==> src/include/cfc_defines.vh <==
/*
 * Constants for the conditional flow control block: condition field
 * layout, group codes, instruction kinds, cycle counts.
 * Assumes inclusion by bare name from design files.
 */
`ifndef CFC_DEFINES_VH
`define CFC_DEFINES_VH

// Condition operand: [3:0] group one, [5:4] group two, [7:6] group three,
// [9:8] group four; code zero in a field means the group is not tested
`define CFC_COND_W 10
`define CFC_G1_LSB 0
`define CFC_G2_LSB 4
`define CFC_G3_LSB 6
`define CFC_G4_LSB 8

// Group one codes
`define CFC_G1_NONE 4'h0
`define CFC_G1_ZERO 4'h1
`define CFC_G1_NONZERO 4'h2
`define CFC_G1_NEG 4'h3
`define CFC_G1_NONPOS 4'h4
`define CFC_G1_POS 4'h5
`define CFC_G1_NONNEG 4'h6

// Group two to four codes
`define CFC_G2_NONE 2'h0
`define CFC_G2_WRAP_SET 2'h1
`define CFC_G2_WRAP_CLR 2'h2
`define CFC_G3_NONE 2'h0
`define CFC_G3_CARRY_SET 2'h1
`define CFC_G3_CARRY_CLR 2'h2
`define CFC_G4_NONE 2'h0
`define CFC_G4_TEST_SET 2'h1
`define CFC_G4_TEST_CLR 2'h2
`define CFC_G4_PIN_LOW 2'h3

// Instruction kinds
`define CFC_OP_W 3
`define CFC_OP_NONE 3'h0
`define CFC_OP_JUMP 3'h1
`define CFC_OP_ENTRY 3'h2
`define CFC_OP_EXIT 3'h3
`define CFC_OP_EXEC1 3'h4
`define CFC_OP_EXEC2 3'h5

// Cycle counts and slot word count
`define CFC_TAKEN_CYC 4
`define CFC_UNTAKEN_CYC 2
`define CFC_DELAY_CYC 2
`define CFC_SLOT_WORDS 2'h2

`endif

==> src/design/cfc_flow_ctrl.v <==
/*
 * Conditional flow control: decides jumps, subroutine entries and exits,
 * their delayed forms, and conditional execution of following words.
 * Assumes the decoder presents one instruction per i_issue pulse with its
 * word count, and that status inputs come from core logic on i_mclk,
 * except the branch input pin, which is asynchronous.
 */
// How it works
// - A conditional exit is one word yet costs the same cycles as a conditional jump.
// - A combined test passes only when every selected condition holds.
// - Up to four conditions may be combined, at most one from each group.
// - The groups are sum sign and zero, wrap flag, carry, and test flag or input pin.
// - Delayed transfers run two one-word or one two-word slot instruction in two cycles.
// - A two-word instruction right after a delayed transfer fills the whole slot.
// - A delayed transfer's condition is captured before its slot instructions run.
// - Conditional execute governs one word, or two words in its long form.
// - Conditional execute uses the same condition codes as jumps, entries and exits.
// - A failed conditional execute turns the governed words into no-operations.
// - Conditional execute tests status as it stood one full cycle earlier.
// - Status from a two-cycle instruction before it is settled in time to be tested.
// - An interrupt between the previous instruction and conditional execute lets its status count.
// - Group one compares the sum against zero six ways.
// - A plain conditional jump takes four cycles when taken and two when not.
// - A taken conditional entry pushes the address after it onto the stack.
`timescale 1ns/100ps
`include "cfc_defines.vh"

module cfc_flow_ctrl #(
    parameter ACC_W = 32,
    parameter PC_W = 16
) (
    input wire i_mclk,
    input wire i_rst_n,
    input wire i_issue,
    input wire [`CFC_OP_W-1:0] i_op,
    input wire i_delayed,
    input wire [`CFC_COND_W-1:0] i_cond,
    input wire [PC_W-1:0] i_target,
    input wire [PC_W-1:0] i_next_pc,
    input wire i_word_two,
    input wire i_word_valid,
    input wire i_after_irq,
    input wire [ACC_W-1:0] i_sum,
    input wire i_wrap,
    input wire i_carry,
    input wire i_test,
    input wire i_pin,
    input wire [PC_W-1:0] i_stack_top,
    output reg o_busy,
    output reg o_load_pc,
    output reg [PC_W-1:0] o_new_pc,
    output reg o_flush,
    output reg o_push,
    output reg [PC_W-1:0] o_push_pc,
    output reg o_pop,
    output reg o_squash,
    output reg o_cond_err
);
    localparam ST_IDLE = 2'h0;
    localparam ST_WAIT = 2'h1;
    localparam ST_SLOT = 2'h2;
    localparam ST_EXEC = 2'h3;

    reg pin_s1_r;
    reg pin_s2_r;
    reg [ACC_W-1:0] sum_d_r;
    reg wrap_d_r;
    reg carry_d_r;
    reg test_d_r;
    reg pin_d_r;
    reg [1:0] st_r;
    reg [2:0] cnt_r;
    reg [1:0] words_r;
    reg pass_r;
    reg [`CFC_OP_W-1:0] op_r;
    reg [PC_W-1:0] dest_r;
    reg [PC_W-1:0] ret_r;

    wire now_true;
    wire now_bad;
    wire old_true;
    wire old_bad;
    wire is_xfer;
    wire is_exec;
    wire exec_true;
    wire [PC_W-1:0] dest_sel;
    wire [31:0] taken_wait;

    // Branch input pin is asynchronous
    always @(posedge i_mclk or negedge i_rst_n) begin
        if (!i_rst_n) begin
            pin_s1_r <= 1'b1;
            pin_s2_r <= 1'b1;
        end else begin
            pin_s1_r <= i_pin;
            pin_s2_r <= pin_s1_r;
        end
    end

    // Status delayed one cycle for conditional execute
    always @(posedge i_mclk or negedge i_rst_n) begin
        if (!i_rst_n) begin
            sum_d_r <= {ACC_W{1'b0}};
            wrap_d_r <= 1'b0;
            carry_d_r <= 1'b0;
            test_d_r <= 1'b0;
            pin_d_r <= 1'b1;
        end else begin
            sum_d_r <= i_sum;
            wrap_d_r <= i_wrap;
            carry_d_r <= i_carry;
            test_d_r <= i_test;
            pin_d_r <= pin_s2_r;
        end
    end

    cfc_cond_eval #(
        .ACC_W(ACC_W)
    ) u_now (
        .i_cond(i_cond),
        .i_sum(i_sum),
        .i_wrap(i_wrap),
        .i_carry(i_carry),
        .i_test(i_test),
        .i_pin_sync(pin_s2_r),
        .o_true(now_true),
        .o_bad(now_bad)
    );

    cfc_cond_eval #(
        .ACC_W(ACC_W)
    ) u_old (
        .i_cond(i_cond),
        .i_sum(sum_d_r),
        .i_wrap(wrap_d_r),
        .i_carry(carry_d_r),
        .i_test(test_d_r),
        .i_pin_sync(pin_d_r),
        .o_true(old_true),
        .o_bad(old_bad)
    );

    assign is_xfer = (i_op == `CFC_OP_JUMP) || (i_op == `CFC_OP_ENTRY) ||
                     (i_op == `CFC_OP_EXIT);
    assign is_exec = (i_op == `CFC_OP_EXEC1) || (i_op == `CFC_OP_EXEC2);
    // After an interrupt the previous status has settled, so use it live
    assign exec_true = i_after_irq ? now_true : old_true;
    assign dest_sel = (i_op == `CFC_OP_EXIT) ? i_stack_top : i_target;
    // Load on the third edge after issue, so the next issue is four cycles on
    assign taken_wait = `CFC_TAKEN_CYC - 1;

    always @(posedge i_mclk or negedge i_rst_n) begin
        if (!i_rst_n) begin
            st_r <= ST_IDLE;
            cnt_r <= 3'h0;
            words_r <= 2'h0;
            pass_r <= 1'b0;
            op_r <= `CFC_OP_NONE;
            dest_r <= {PC_W{1'b0}};
            ret_r <= {PC_W{1'b0}};
            o_busy <= 1'b0;
            o_load_pc <= 1'b0;
            o_new_pc <= {PC_W{1'b0}};
            o_flush <= 1'b0;
            o_push <= 1'b0;
            o_push_pc <= {PC_W{1'b0}};
            o_pop <= 1'b0;
            o_squash <= 1'b0;
            o_cond_err <= 1'b0;
        end else begin
            o_load_pc <= 1'b0;
            o_flush <= 1'b0;
            o_push <= 1'b0;
            o_pop <= 1'b0;
            o_squash <= 1'b0;
            o_cond_err <= 1'b0;
            case (st_r)
                ST_IDLE: begin
                    if (i_issue && (is_xfer || is_exec)) begin
                        op_r <= i_op;
                        dest_r <= dest_sel;
                        ret_r <= i_next_pc;
                        o_busy <= 1'b1;
                        if (is_exec) begin
                            o_cond_err <= old_bad;
                            pass_r <= exec_true && !old_bad;
                            words_r <= (i_op == `CFC_OP_EXEC2) ? `CFC_SLOT_WORDS : 2'h1;
                            st_r <= ST_EXEC;
                        end else begin
                            o_cond_err <= now_bad;
                            // Condition captured now; slot words cannot alter it
                            pass_r <= now_true && !now_bad;
                            words_r <= `CFC_SLOT_WORDS;
                            // Exit costs as a jump despite one word
                            cnt_r <= i_delayed ? 3'h1 : taken_wait[2:0];
                            st_r <= i_delayed ? ST_SLOT : ST_WAIT;
                        end
                    end
                end
                ST_WAIT: begin
                    if (!pass_r) begin
                        // Untaken: next instruction already fetched
                        o_busy <= 1'b0;
                        st_r <= ST_IDLE;
                    end else if (cnt_r == 3'h1) begin
                        o_load_pc <= 1'b1;
                        o_new_pc <= dest_r;
                        o_flush <= 1'b1;
                        o_push <= (op_r == `CFC_OP_ENTRY);
                        o_push_pc <= ret_r;
                        o_pop <= (op_r == `CFC_OP_EXIT);
                        o_busy <= 1'b0;
                        st_r <= ST_IDLE;
                    end else begin
                        cnt_r <= cnt_r - 3'h1;
                    end
                end
                ST_SLOT: begin
                    // Slot instructions run while target is fetched
                    if (i_word_valid) begin
                        if (i_word_two || words_r == 2'h1) begin
                            o_load_pc <= pass_r;
                            o_new_pc <= dest_r;
                            o_push <= pass_r && (op_r == `CFC_OP_ENTRY);
                            o_push_pc <= ret_r;
                            o_pop <= pass_r && (op_r == `CFC_OP_EXIT);
                            o_busy <= 1'b0;
                            st_r <= ST_IDLE;
                        end else begin
                            words_r <= words_r - 2'h1;
                        end
                    end
                end
                ST_EXEC: begin
                    if (i_word_valid) begin
                        o_squash <= !pass_r;
                        if (i_word_two || words_r == 2'h1) begin
                            o_busy <= 1'b0;
                            st_r <= ST_IDLE;
                        end else begin
                            words_r <= words_r - 2'h1;
                        end
                    end
                end
                default: begin
                    st_r <= ST_IDLE;
                    o_busy <= 1'b0;
                end
            endcase
        end
    end
endmodule // cfc_flow_ctrl

==> src/design/cfc_cond_eval.v <==
/*
 * Combined condition evaluator: decodes up to four group fields and
 * ANDs every tested condition.
 * Assumes status inputs are already synchronous to the core clock.
 */
`timescale 1ns/100ps
`include "cfc_defines.vh"

module cfc_cond_eval #(
    parameter ACC_W = 32
) (
    input wire [`CFC_COND_W-1:0] i_cond,
    input wire [ACC_W-1:0] i_sum,
    input wire i_wrap,
    input wire i_carry,
    input wire i_test,
    input wire i_pin_sync,
    output reg o_true,
    output wire o_bad
);
    wire [3:0] g1;
    wire [1:0] g2;
    wire [1:0] g3;
    wire [1:0] g4;
    wire zero;
    wire neg;
    reg t1;
    reg t2;
    reg t3;
    reg t4;

    assign g1 = i_cond[`CFC_G1_LSB +: 4];
    assign g2 = i_cond[`CFC_G2_LSB +: 2];
    assign g3 = i_cond[`CFC_G3_LSB +: 2];
    assign g4 = i_cond[`CFC_G4_LSB +: 2];
    assign zero = (i_sum == {ACC_W{1'b0}});
    assign neg = i_sum[ACC_W-1];
    // One field per group, so two tests of one group cannot be encoded
    assign o_bad = (g1 > `CFC_G1_NONNEG) || (g2 == 2'h3) || (g3 == 2'h3);

    always @* begin
        case (g1)
            `CFC_G1_ZERO: t1 = zero;
            `CFC_G1_NONZERO: t1 = !zero;
            `CFC_G1_NEG: t1 = neg;
            `CFC_G1_NONPOS: t1 = neg || zero;
            `CFC_G1_POS: t1 = !neg && !zero;
            `CFC_G1_NONNEG: t1 = !neg;
            default: t1 = 1'b1;
        endcase
        case (g2)
            `CFC_G2_WRAP_SET: t2 = i_wrap;
            `CFC_G2_WRAP_CLR: t2 = !i_wrap;
            default: t2 = 1'b1;
        endcase
        case (g3)
            `CFC_G3_CARRY_SET: t3 = i_carry;
            `CFC_G3_CARRY_CLR: t3 = !i_carry;
            default: t3 = 1'b1;
        endcase
        case (g4)
            `CFC_G4_TEST_SET: t4 = i_test;
            `CFC_G4_TEST_CLR: t4 = !i_test;
            `CFC_G4_PIN_LOW: t4 = !i_pin_sync;
            default: t4 = 1'b1;
        endcase
        o_true = t1 && t2 && t3 && t4;
    end
endmodule // cfc_cond_eval

==> config.mk <==
export PLATFORM = sky130hd
export DESIGN_NAME = cfc_flow_ctrl
export DESIGN_NICKNAME = d
export VERILOG_FILES = /design/src/design/cfc_flow_ctrl.v /design/src/design/cfc_cond_eval.v
export VERILOG_INCLUDE_DIRS = /design/src /design/src/include
export SDC_FILE = /design/constraint.sdc
export NUM_CORES = 1
export LEC_CHECK = 0
export ABC_AREA = 1
export BUFFER_PORTS_ARGS = -buffer_cell sky130_fd_sc_hd__buf_2
export CAP_MARGIN = 10
export CORE_UTILIZATION = 25
export DETAILED_ROUTE_END_ITERATION = 12
export GPL_ROUTABILITY_DRIVEN = 0
export MAX_ROUTING_LAYER = met4
export PLACE_DENSITY = 0.56
export SKIP_CTS_REPAIR_TIMING = 1
export SKIP_LAST_GASP = 1
export SLEW_MARGIN = 5
export SYNTH_ARGS = -nofsm -noshare
export SYNTH_HDL_FRONTEND = slang
export SYNTH_SLANG_ARGS = --single-unit
==> constraint.sdc <==
create_clock -name i_mclk -period 2.74 [get_ports i_mclk]
set_clock_uncertainty 0.05 [all_clocks]
set_input_delay 0.548 -clock i_mclk [delete_from_list [all_inputs] [get_ports i_mclk]]
set_output_delay 0.548 -clock i_mclk [all_outputs]
set_load 0.05 [all_outputs]
**After elaboration in Yosys (flattened, before gate mapping)**

Cells that the tools add are included.

- $add $sub $neg: 2
- Equal/unequal tests: 38
- Reduce and logical (&&, ||, !) cells: 48
- Muxes and demuxes: 67
- Magnitude comparators: 1

Operator list:

| operator | count |
|---|---|
| 16-bit 2-to-1 mux | 9 |
| 32-bit logical NOT | 2 |
| 16-bit case mux with 2 select lines | 2 |
| 2-bit 2-to-1 mux | 13 |
| 1-bit 2-to-1 mux | 24 |
| 2-bit equality test (second input constant) | 8 |
| 2-bit != test (second input constant) | 8 |
| 1-bit logical NOT | 14 |
| 1-bit case mux with 2 select lines | 7 |
| 1-bit logical AND | 13 |
| 3-bit by 2-bit equality test with 1-bit output (second input constant) | 4 |
| 4-bit by 3-bit equality test with 1-bit output (second input constant) | 3 |
| 3-bit 2-to-1 mux | 4 |
| 1-bit case mux with 6 select lines | 2 |
| 2-bit by 1-bit equality test with 1-bit output (second input constant) | 5 |
| 5-bit AND reduction | 2 |
| 1-bit logical OR | 9 |
| 1-bit case mux with 3 select lines | 3 |
| 4-bit by 2-bit equality test with 1-bit output (second input constant) | 2 |
| 4-bit AND reduction | 2 |
| 3-bit by 1-bit equality test with 1-bit output (second input constant) | 2 |
| 3-bit equality test (second input constant) | 2 |
| 2-bit case mux with 3 select lines | 1 |
| 3-bit case mux with 2 select lines | 1 |
| 11 further kinds | 14 |

- Output and inout port bits: 39
- Bits in registers: 120

**Longest topological paths before layout**

- Depth in word-level cells: 10
- Depth in mapped cells: 13
- Gate-level depth less buffers: 13

**Modules after synthesis**

Synthesis repeated with hierarchy kept, for this count alone.

- Cell total of the unflattened synthesis: 642
- Area, all modules: 5,460.2 um2

Modules (own cells, without submodules):

| module | sequential area each (um2) | times used | area an instance (um2) | cells an instance |
|---|---|---|---|---|
| cfc_flow_ctrl | 3,006.6 | 1 | 4,674.5 | 482 |
| cfc_cond_eval | 0.0 | 2 | 392.9 | 80 |

**Worst setup path after synthesis**

OpenSTA, ideal clock, no wires.

- Kind: flip-flop to flip-flop
- Start: reg st_r[1]
- End: reg o_new_pc[15]
- Data arrival time: 1.473 ns
- Stages on the path, launching flop included: 9
- Period minus slack after synthesis: 1.643 ns
- Buffers on the path: 1
- Path slack: 1.097 ns
- Required time: 2.570 ns
- Path through: dfrtp_1 inv_1 ha_1 inv_2 nor3_4 o22ai_4 buf_6 nand2_1 o21ai_2

- Cells in the longest elaborated chain, start to end: 3
- Elaborated cells on any way between the ends: 9

Ends and longest elaborated chain:

| element | line | source |
|---|---|---|
| start, declared | cfc_flow_ctrl.v:71 | `reg [1:0] st_r;` |
| start signal, assigned | cfc_flow_ctrl.v:196 | `st_r <= i_delayed ? ST_SLOT : ST_WAIT;` |
| 2-bit equality test or 2-bit by 1-bit equality test with 1-bit output (tied branches) | cfc_flow_ctrl.v:177 | `case (st_r)` |
| 2-bit != test (no source line) or 2-bit nonzero test (tied branches) | n/a |  |
| 5-bit AND reduction (no source line) | n/a |  |
| end signal, assigned | cfc_flow_ctrl.v:163 | `o_new_pc <= {PC_W{1'b0}};` |
| end signal, assigned | cfc_flow_ctrl.v:207 | `o_new_pc <= dest_r;` |
| end signal, assigned | cfc_flow_ctrl.v:223 | `o_new_pc <= dest_r;` |
| end, declared | cfc_flow_ctrl.v:51 | `output reg [PC_W-1:0] o_new_pc,` |

Parallel ways exist; a longest one is shown, timed or not.
A chain may end at the register's enable or synchronous reset.

**Worst setup path after layout**

Ends and elaborated chain as after synthesis.

==> results.md <==
* Status: completed
* Area post-placement at 6315 um2
* Number of I/O pins at 143
* Gr usage total at between 10% and 20%
* WP data required at 3030 ps
* Switching Share at 37.31%
* Period minus WS final at 2172 ps
* Port buffer count at between 100 and 150
* Routed wl met3 at 747 um
* Post-Synthesis Cells at 585
* Share of the synthesized area in the top cell type at 54.78%
* Power, Total at 7.482 mW
* Maximum clock rate at 460.5 MHz
* Synth Net Count at roughly 700
* FF-to-FF path depth at 7
* Drt drc at 0
* Worst Setup SP: st_r[1]
* Final worst slack at 568.2 ps
* Synth Register Bits at 120
* Distinct cell type count after synthesis at 34
* Design internal power at 4.690 mW
* Pins over their slew limit at 0
* Final nets at 855
* Comb pwr share at 33.1%
* Core ar. at 21020 um2
* Worst slew pin tran at between 500 and 600 ps
* CTS sink cnt at 120
* Total wire length at about 12 mm
* Critical path cell sequence: inv_1, ha_1, nor2_1, o22ai_4, buf_4, nand2_1, o21ai_2
* R2R Path End: o_new_pc[15]
* Fill cells at 2212
* Setup crit end: o_new_pc[15]
* # rows at 53
* Die Area at 21970 um2
* Period utilization at 79.26%
* Starting DRT DRC Count at 99
* Number of synthesis warnings at 0
* CTS tree: yes
* Finished Cell Area at 6965 um2
* Root Driver: clkbuf_16
* Initial antenna violation count at 2
* H-tree depth at 4
* HP Class: input port to async pin
* First-pass GRT wire length at 20.32 mm
* Sw Pwr at about 2.8 mW
* Max_slew headroom at 61.61%
* Largest net degree at the start of global routing at between 50 and 60
* DPL Wire Length at 9.161 mm
* VDD IR max at 416.5 uV
* DR top layer: met4
* Synth-to-layout area growth at 30.31%
* Via/cell ratio at about 4.1
* Share of post-route cells with drive strength above 1 at 27.50%
* Synth Cell Area at 5345 um2
* Arrival @ worst endpoint at 2460 ps
* Maximum clock insertion buffer count at 2
* Pre-Repair DR Iteration Count at 4
* GRT overflow at 0
* Critical path class: flip-flop to flip-flop
* Beginning of the worst register-to-register path: st_r[1]
* Clk pwr share at 32.6%
* LEAKAGE at 3.540 nW
* Initial core utilization at between 20% and 30%
* Vias after detailed routing at between 4k and 5k
* Synth top area cells: dfrtp_1 55%, nand2_1 8.6%, inv_1 6.0%, nor2_1 5.3%, o21ai_0 3.9%
* Post-Place Worst Slack at 583.2 ps
* Metal2 WL at 5.309 mm
* Die height at 148.2 um
* Seq/Total Area, Yosys at 56.25%
* Clock slew at reported path FFs at roughly 50 ps
* Yosys top cell by area: dfrtp_1
* Startpoint Class: flip-flop
* Syn avg cell area at 9.137 um2
* Setup TNS at 0 ps
* Routed WL per cell at 11.99 um
* Worst path slowest cell: buf_4
* PwrDens at 1074 nW/um2
* WL met1 at 6.040 mm
* Antenna viol nets, final at 0
* Die X at between 100 and 150 um
* Finish-stage setup viols at 0
* RSZ-0062 raised after global routing: no
* Hold WS at 82.56 ps
* R2R Setup Slk at 570 ps
* Max_cap viols at 0
* Worst setup EP type: flip-flop
* CP max stage delay at 540 ps
* CP max FO at 54
* Number of hold violations in the final report at 0
* Worst-Skew Late Latency at 410 ps
* Seq pwr share at 34.2%
* Vias in the first global route at 4104
* CTS buffer count at 17
==> stage by stage <==
stage                     util [%]  std cells
final                        33.13       1026
after global routing         33.13       1026
after CTS                    33.11       1024
after detailed placement     30.04        993
after global placement       30.04        993
after floorplan                  -        585
==> worst max-delay path: cells and delay by family (launching register included) <==
family | cells | cell delay [ps]
AO/OA/AOI/OAI | 2 | 380
adder cells (fa/ha/maj) | 1 | 290
buffers and inverters | 2 | 690
AND/OR/NAND/NOR | 2 | 240
flip-flops | 1 | 410
==> per-layer routing <==
| metal | vias to the layer above | track usage, % |
|---|---|---|
| met3 | 16 | 3.558 |
| met5 | - | - |
| li1 | 2167 | - |
| met4 | 0 | 4.794 |
| met2 | 126 | 18.40 |
| met1 | 1918 | 15.74 |
==> cell usage in the layout, fill, tap and decap left out, types with 7 or more instances in the layout <==
cell | netlist | final
buf_2 | 1 | 141
buf_4 | 0 | 7
clkbuf_16 | 0 | 17
dfrtp_1 | 117 | 117
ha_1 | 14 | 14
inv_1 | 85 | 85
nand2_1 | 123 | 123
nand3_1 | 16 | 16
nor2_1 | 76 | 76
o211ai_1 | 7 | 7
o211ai_2 | 10 | 10
o21ai_0 | 42 | 42
o21ai_1 | 40 | 40
o21ai_2 | 8 | 8
==> kinds of logic (layout without fill, tap and decap cells) <==
group           after synthesis  in the layout  share of synthesized area [%]
simple gates                232            232                          17.65
flops                       120            120                          56.25
compound gates              116            116                          13.76
buf+inv                     102            266                          8.895
fa+ha+maj                    14             14                          3.277
xor+xnor                      1              1                         0.1639
other cells                   0              2                              0
==> sequential cells by signal (all words and copies together) (netlist names), 2 cells and up <==
name / cells
o_new_pc: 16
cnt_r: 3
o_push_pc: 16
ret_r: 16
st_r: 2
words_r: 2
sum_d_r: 32
op_r: 3
dest_r: 16
==> worst min-delay path by stage <==
| stage | slack [ps] | endpoint |
|---|---|---|
| 2_1_floorplan | 200 | carry_d_r |
| 3_3_place_gp | 300 | pin_s2_r |
| 3_5_place_dp | 300 | pin_s2_r |
| 4_1_cts | 100 | o_new_pc[9] |
| 5_1_grt | 120 | dest_r[15] |
| 6_report | 80 | dest_r[15] |
==> cell type report <==
cell class / count / area (um2) / area share (%)
well taps: 275 / 344.1 / 4.940
multi-input cells: 363 / 1863 / 26.75
flip-flops and latches: 120 / 3007 / 43.17
clock buffers: 23 / 478.0 / 6.862
clock inverters: 8 / 167.7 / 2.407
repair buffers: 149 / 778.2 / 11.17
diodes: 2 / 5.005 / 0.07185
inverters: 86 / 322.8 / 4.634
==> power by group through the flow <==
stage                     Sequential (mW)  Combinational (mW)  Clock, mW
after global routing                 2.63                2.76       2.57
after detailed placement             2.59                2.50          0
after CTS                            2.57                2.51       2.49
after floorplan                      3.36                1.15          0
final                                2.56                2.48       2.44
after global placement               2.59                2.47          0
==> cells in the mapped netlist <==
library cell  number
nand2_1          123
dfrtp_1          117
inv_1             85
nor2_1            76
o21ai_0           42
o21ai_1           40
nand3_1           16
ha_1              14
buf_6             10
o211ai_2          10
o21ai_2            8
o211ai_1           7
nor3_1             5
clkbuf_1           4
a21oi_1            3
dfstp_2            3
nand4_1            3
nand2_2            2
nor4_1             2
a21boi_0           1
a21oi_2            1
a31oi_1            1
and2_1             1
buf_12             1
buf_2              1
inv_2              1
nand3b_1           1
nor2_2             1
nor2_4             1
nor3_4             1
o2111a_1           1
o221ai_1           1
o22ai_4            1
xor2_1             1
Note: power is estimated with default switching activity, not from simulation.
